[config.mk]
export PLATFORM = sky130hd
export DESIGN_NAME = osr_security_reg
export DESIGN_NICKNAME = d
export VERILOG_FILES = /design/src/core/osr_pkg.sv /design/src/core/osr_security_reg.sv
export SDC_FILE = /design/constraint.sdc
export NUM_CORES = 1
export LEC_CHECK = 0
export BUFFER_PORTS_ARGS = -buffer_cell sky130_fd_sc_hd__buf_2
export CAP_MARGIN = 20
export CORE_MARGIN = 4
export CORE_UTILIZATION = 55
export DETAILED_ROUTE_END_ITERATION = 8
export HOLD_SLACK_MARGIN = 0.15
export PLACE_DENSITY_LB_ADDON = 0.15
export REMOVE_ABC_BUFFERS = 1
export SKIP_CTS_REPAIR_TIMING = 1
export SLEW_MARGIN = 30
export SYNTH_ARGS = -nofsm -noshare
export SYNTH_HDL_FRONTEND = slang
export SYNTH_SLANG_ARGS = --single-unit
[constraint.sdc]
create_clock -name clk -period 2.8 [get_ports clk]
set_clock_uncertainty 0.2 [all_clocks]
set_input_delay 0 -clock clk [delete_from_list [all_inputs] [get_ports clk]]
set_output_delay 0 -clock clk [all_outputs]
set_load 0.1 [all_outputs]
[src/core/osr_pkg.sv]
// security register and power-up gating constants
// assumes a 250 MHz core clock sampling the serial link pins
package osr_pkg;
  localparam int unsigned CLK_MHZ = 250;
  localparam int unsigned CMD_W = 8;
  localparam logic [7:0] OP_WRITE_SEC = 8'h2f;
  localparam logic [7:0] OP_READ_SEC = 8'h2b;
  localparam logic [7:0] OP_LATCH_SET = 8'h06;
  localparam logic [7:0] OP_LATCH_CLR = 8'h04;
  localparam logic [7:0] OP_PAGE_WR = 8'h02;
  localparam logic [7:0] OP_SECT_CLR = 8'h20;
  localparam logic [7:0] OP_BLOCK_CLR = 8'hd8;
  localparam logic [7:0] OP_ARRAY_CLR = 8'h60;
  localparam logic [7:0] OP_ARRAY_CLR2 = 8'hc7;
  localparam logic [7:0] OP_STAT_WR = 8'h01;
  localparam logic [7:0] OP_CPM_ENTER = 8'had;
  localparam int unsigned BIT_FACTORY = 0;
  localparam int unsigned BIT_LOCK = 1;
  localparam int unsigned BIT_CPM = 4;
  localparam logic [7:0] SEC_RESET = 8'h00;
  localparam logic [2:0] BIT_CNT_LAST = 3'h7;
  // delays in microseconds
  localparam int unsigned SEL_READY_US = 10;
  localparam int unsigned WR_READY_US = 100;
  localparam int unsigned SEL_READY_CYC = SEL_READY_US * CLK_MHZ;
  localparam int unsigned WR_READY_CYC = WR_READY_US * CLK_MHZ;
  localparam int unsigned DLY_W = 32;
  typedef enum logic [1:0] {
    OSR_IDLE  = 2'b00,
    OSR_CMD   = 2'b01,
    OSR_OUT   = 2'b10,
    OSR_WAIT  = 2'b11
  } osr_state_e;
endpackage

[src/core/osr_security_reg.sv]
// security register, opcode decode and power-up command gating
// assumes link pins are asynchronous and sampled by clk; srst is the power-on clear
`timescale 1ns/1ps
// How it works
// - bit1 is the lock-down flag; one forbids changing the secured area.
// - write-security command needs no prior write latch set.
// - write-security command sets bit1, locking the secured area.
// - once locked, every secured area update is refused.
// - write-security runs only when select rises on a byte boundary.
// - power-up lands in standby, never deep power-down.
// - power-up clears the write latch.
// - below threshold the logic is held reset and commands are ignored.
// - write-class commands wait for the write-ready delay.
// - reads are accepted after the select-ready delay alone.
// - on power-down all operations stop and commands are ignored.
// - bit4 reads one while in continuous program mode.
// - bit0 reads one when the area was locked at the factory.
// - security register read is served any time after the select-ready delay, repeatedly.
module osr_security_reg
  import osr_pkg::*;
#(
  parameter int unsigned SEL_READY_CYCLES = SEL_READY_CYC,
  parameter int unsigned WR_READY_CYCLES  = WR_READY_CYC
) (
  input  wire logic clk,
  input  wire logic srst,
  input  wire logic sclk,
  input  wire logic cs_n,
  input  wire logic si,
  input  wire logic factory_locked,
  input  wire logic cpm_active,
  output logic      so_out,
  output logic      so_oe_n,
  output logic      write_latch_flag,
  output logic      deep_pd,
  output logic      otp_locked,
  output logic      write_ready,
  output logic      read_ready,
  output logic [7:0] sec_status
);

  logic [2:0] sclk_sync_reg;
  logic [2:0] cs_sync_reg;
  logic [2:0] si_sync_reg;
  logic       sclk_lvl_reg;
  logic       cs_lvl_reg;
  logic       si_lvl_reg;
  logic       factory_reg;
  logic       otp_lockdown_bit_reg;
  logic       wel_reg;
  logic [DLY_W-1:0] dly_cnt_reg;
  logic       rd_ok_reg;
  logic       wr_ok_reg;
  logic [7:0] shift_reg;
  logic [2:0] bit_cnt_reg;
  logic       byte_done_reg;
  logic [7:0] opcode_reg;
  logic [7:0] out_reg;
  logic       so_reg;
  logic       so_oe_n_reg;
  osr_state_e state_reg;
  logic       sclk_rise;
  logic       sclk_fall;
  logic       cs_fall;
  logic       cs_rise;
  logic [7:0] sec_view;

  function automatic logic is_write_class(input logic [7:0] op);
    return op == OP_LATCH_SET || op == OP_PAGE_WR || op == OP_CPM_ENTER ||
           op == OP_SECT_CLR || op == OP_BLOCK_CLR || op == OP_ARRAY_CLR ||
           op == OP_ARRAY_CLR2 || op == OP_WRITE_SEC || op == OP_STAT_WR;
  endfunction

  // a change counts once the second and third stages agree
  always_ff @(posedge clk) begin
    sclk_sync_reg <= {sclk_sync_reg[1:0], sclk};
    cs_sync_reg   <= {cs_sync_reg[1:0], cs_n};
    si_sync_reg   <= {si_sync_reg[1:0], si};
    if (srst) begin
      sclk_lvl_reg <= 1'b0;
      cs_lvl_reg   <= 1'b1;
      si_lvl_reg   <= 1'b0;
    end else begin
      if (sclk_sync_reg[1] == sclk_sync_reg[2]) sclk_lvl_reg <= sclk_sync_reg[2];
      if (cs_sync_reg[1] == cs_sync_reg[2]) cs_lvl_reg <= cs_sync_reg[2];
      if (si_sync_reg[1] == si_sync_reg[2]) si_lvl_reg <= si_sync_reg[2];
    end
  end

  assign sclk_rise = sclk_sync_reg[1] && sclk_sync_reg[2] && !sclk_lvl_reg;
  assign sclk_fall = !sclk_sync_reg[1] && !sclk_sync_reg[2] && sclk_lvl_reg;
  assign cs_fall   = !cs_sync_reg[1] && !cs_sync_reg[2] && cs_lvl_reg;
  assign cs_rise   = cs_sync_reg[1] && cs_sync_reg[2] && !cs_lvl_reg;

  // power-up delays counted from release of the power-on clear
  always_ff @(posedge clk) begin
    if (srst) begin
      dly_cnt_reg <= '0;
      rd_ok_reg   <= 1'b0;
      wr_ok_reg   <= 1'b0;
    end else begin
      if (!wr_ok_reg) dly_cnt_reg <= dly_cnt_reg + 1'b1;
      if (dly_cnt_reg >= DLY_W'(SEL_READY_CYCLES)) rd_ok_reg <= 1'b1;
      if (dly_cnt_reg >= DLY_W'(WR_READY_CYCLES)) wr_ok_reg <= 1'b1;
    end
  end

  // factory indicator is caught after the release, never by the reset itself
  always_ff @(posedge clk) begin
    if (srst) factory_reg <= 1'b0;
    else factory_reg <= factory_locked;
  end

  // opcode shifter; a byte completes on the eighth rising edge
  always_ff @(posedge clk) begin
    if (srst || cs_lvl_reg) begin
      shift_reg     <= '0;
      bit_cnt_reg   <= '0;
      byte_done_reg <= 1'b0;
    end else if (sclk_rise) begin
      shift_reg     <= {shift_reg[6:0], si_lvl_reg};
      bit_cnt_reg   <= bit_cnt_reg + 1'b1;
      byte_done_reg <= (bit_cnt_reg == BIT_CNT_LAST);
    end
  end

  always_ff @(posedge clk) begin
    if (srst) begin
      state_reg  <= OSR_IDLE;
      opcode_reg <= '0;
    end else begin
      unique case (state_reg)
        OSR_IDLE: if (cs_fall && rd_ok_reg) state_reg <= OSR_CMD;
        OSR_CMD: begin
          if (cs_rise) state_reg <= OSR_IDLE;
          else if (sclk_rise && bit_cnt_reg == BIT_CNT_LAST) begin
            opcode_reg <= {shift_reg[6:0], si_lvl_reg};
            state_reg  <= ({shift_reg[6:0], si_lvl_reg} == OP_READ_SEC) ? OSR_OUT : OSR_WAIT;
          end
        end
        OSR_OUT: if (cs_rise) state_reg <= OSR_IDLE;
        OSR_WAIT: if (cs_rise) state_reg <= OSR_IDLE;
      endcase
    end
  end

  // select rising right after a whole opcode byte executes it
  logic exec_ok;
  assign exec_ok = state_reg == OSR_WAIT && cs_rise && byte_done_reg &&
                   (!is_write_class(opcode_reg) || wr_ok_reg);

  always_ff @(posedge clk) begin
    if (srst) begin
      otp_lockdown_bit_reg <= 1'b0;
      wel_reg              <= 1'b0;
    end else if (exec_ok) begin
      // no latch check: the lock write is free-standing
      if (opcode_reg == OP_WRITE_SEC) otp_lockdown_bit_reg <= 1'b1;
      if (opcode_reg == OP_LATCH_SET) wel_reg <= 1'b1;
      if (opcode_reg == OP_LATCH_CLR) wel_reg <= 1'b0;
    end
  end

  // reserved positions keep the reset pattern, so no write can reach them
  always_comb begin
    sec_view               = SEC_RESET;
    sec_view[BIT_FACTORY]  = factory_reg;
    sec_view[BIT_LOCK]     = otp_lockdown_bit_reg;
    sec_view[BIT_CPM]      = cpm_active;
  end

  // read data launched on falling edges, repeating every eight bits
  always_ff @(posedge clk) begin
    if (srst) begin
      out_reg     <= SEC_RESET;
      so_reg      <= 1'b0;
      so_oe_n_reg <= 1'b1;
    end else if (state_reg == OSR_OUT && !cs_rise) begin
      so_oe_n_reg <= 1'b0;
      if (sclk_fall) begin
        if (bit_cnt_reg == '0) begin
          so_reg  <= sec_view[7];
          out_reg <= {sec_view[6:0], 1'b0};
        end else begin
          so_reg  <= out_reg[7];
          out_reg <= {out_reg[6:0], 1'b0};
        end
      end
    end else begin
      so_oe_n_reg <= 1'b1;
      so_reg      <= 1'b0;
    end
  end

  always_ff @(posedge clk) begin
    if (srst) begin
      sec_status  <= SEC_RESET;
      write_ready <= 1'b0;
      read_ready  <= 1'b0;
      deep_pd     <= 1'b0;
      otp_locked  <= 1'b0;
    end else begin
      sec_status  <= sec_view;
      write_ready <= wr_ok_reg;
      read_ready  <= rd_ok_reg;
      deep_pd     <= 1'b0;
      otp_locked  <= otp_lockdown_bit_reg;
    end
  end

  assign so_out           = so_reg;
  assign so_oe_n          = so_oe_n_reg;
  assign write_latch_flag = wel_reg;
endmodule // osr_security_reg

==> metrics.cfg <==
[run_status]
status=complete, no violations

[clock_tree]
cts_root_buf=clkbuf_8
clkTransAtPathRegs_ns=0.08
clock_sinks=84
clkLatencyLatePin_ns=0.35
cts_max_path_buffers=2
cts-buffers-inserted=9
htreeDepth=3
cts_tree=built

[floorplanning]
core_sq_um=6314
die_y_microns=88.56
start_util=0.5654
io_pins=22
std_cell_rows=29
die_area_sq_um=7843
die_width_microns=88.56

[timing]
layout_setup_ws_ns=0.5226
fin_crit_sh=0.8133
max_freq_mhz=439.1
finalSetupViolCount=0
finalHoldViolCount=0
max_slew_margin=0.4877
report.final.slew_viol_count=0
setup_tns_ns=0
tightest_slew_ns=0.7668
worst_hold_slack_ns=0.1570
fin_crit_ns=2.277
rsz0062_at_grt=false

[power_and_ir_drop]
power_mw=2.215
p_leak_nw=1.442
powerDensity_nw_per_um2=563.9
vdd.ir_drop.worst_uv=517.5

[finish]
diodes=0
finalInstanceArea_sq_um=3929
postLayoutCoreUtil=0.6223
largest_reg_flops=32
syn_to_final_growth_pct=10.06
drive_above_1_share=0.08852
nNetsFinal=429
fin_cells=495

[route]
vias=2797
routedWlPerCell_microns=13.72
totalWireLength_microns=6792
viasPerCell=5.651
ant_nets=0
first_pass_iters=4
drc=0
first_iter_violations=123

[logic_synthesis]
synth.distinct_cells=45
yosysTopAreaCellShare=0.4711
synth_largest_area_cell=dfxtp_1
synth_edf_count=0
ys_async_sr_fraction=0
synthesis.area_sq_um=3570
syn_area_per_cell_sq_um=8.924
synthTopCellsByArea=dfxtp_1, a21oi_1, nand2_1
ys.flop_type=dfxtp_1
synth_seq_cells=84
synthCells=400
yosysSeqAreaShare=0.4711
yosysWarnings=0

[job]
drv_cap=0

[placement]
dpl-instance-area_sq_um=3606
gp_congestion=0.7508
dp_slack_ns=0.5744
port_buffers=15
dp_hpwl_microns=4555
place_inst=467

[grt]
grt_usage=0.1853
grt_pass1_wl_microns=11510
grt_max_degree=42
globalRouteOverflowTotal=0
grt_pass1_vias=2496
antenna_found_initial=0

[worst_setup_path]
worstSetupPathType=register to register
critPathRequiredTime_ns=2.88
arrival_ns=2.36
rr_endpoint=dly_cnt_reg[30]
rr_worst_depth=4
cp-end-kind=register
r2r_start=dly_cnt_reg[14]
r2r_slack_ns=0.52
startpoint_type=register
cp_max_fo=22

[hold_path]
hp-class=register to register
min_path_cells=0
hold_end=cs_sync_reg[1]
holdCritStartpoint=cs_sync_reg[0]

==> final cells by class <==
cell class                      instances  area [sq um]
Tap cell                               77         96.34
Sequential cell                        84          1682
Timing Repair Buffer                   28         202.7
Inverter                               13         48.80
Clock inverter                          4         47.55
Fill cell                             569          2385
Clock buffer                           12         155.1
Multi-Input combinational cell        277          1697
==> worst max-delay path, stage by stage (launching register included) <==
cell     delay, ns
dfxtp_1       0.48
nand4_2       0.16
or4_4         0.67
or4_1         0.54
a21oi_1       0.15
==> cell usage after synthesis (8+ instances only) <==
| cell type | n |
|---|---|
| a21oi_1 | 37 |
| clkbuf_1 | 18 |
| dfxtp_1 | 84 |
| ha_1 | 9 |
| inv_1 | 13 |
| mux2i_1 | 12 |
| nand2_1 | 39 |
| nand3_1 | 17 |
| nand4_1 | 14 |
| nor2_1 | 33 |
| nor2b_1 | 8 |
| o21ai_0 | 10 |
| o31ai_1 | 11 |
| or3_1 | 10 |
| or4_1 | 13 |
| xor2_1 | 9 |
==> power breakdown <==
| part | leakage, nW | switching [mW] | internal (mW) | total, mW |
|---|---|---|---|---|
| Sequential | 0.682 | 0.0156 | 1.21 | 1.23 |
| Clock | 0.102 | 0.413 | 0.458 | 0.871 |
| Combinational | 0.658 | 0.0851 | 0.0330 | 0.118 |
==> layer usage <==
| layer | track usage | routed length [microns] | vias to the layer above |
|---|---|---|---|
| met5 | 0 | 0 | - |
| met4 | 0.06044 | 87 | 0 |
| met3 | 0.06331 | 261 | 9 |
| met2 | 0.2787 | 3060 | 40 |
| met1 | 0.2506 | 3384 | 1316 |
| li1 | - | - | 1432 |
==> how the worst max path moves through the flow <==
stage                          from         endpoint  slack (ns)  cells past startpoint
CTS                 dly_cnt_reg[14]  dly_cnt_reg[30]        0.53                      4
floorplan           dly_cnt_reg[15]  dly_cnt_reg[26]        0.76                      4
global route         bit_cnt_reg[0]    opcode_reg[7]        0.37                      6
detailed placement  dly_cnt_reg[14]  dly_cnt_reg[27]        0.57                      4
finish              dly_cnt_reg[14]  dly_cnt_reg[30]        0.52                      4
global placement    dly_cnt_reg[14]  dly_cnt_reg[31]        0.60                      4
==> layout by cell type (no fill, tap or decap), drive strengths merged, types with 13 or more instances in the layout <==
cell type and n:
a21oi 37, buf 16, dfxtp 84, inv 13
nand2 39, nand3 17, nand4 15, nor2 33
or4 15
==> cell families (layout without fill, tap and decap cells) <==
| kind of cell | after synthesis | count (layout) | share of synthesized area |
|---|---|---|---|
| buffers and inverters | 44 | 57 | 0.05888 |
| xor gates and xnor gates | 14 | 14 | 0.03435 |
| AOI/OAI and AO/OA | 68 | 68 | 0.1094 |
| other | 1 | 6 | 0.001051 |
| muxes | 12 | 12 | 0.03365 |
| DFF | 84 | 84 | 0.4711 |
| adders and majority gates | 9 | 9 | 0.03155 |
| and+or+nand+nor | 168 | 168 | 0.2601 |
Power figures use the tool's default switching activity.
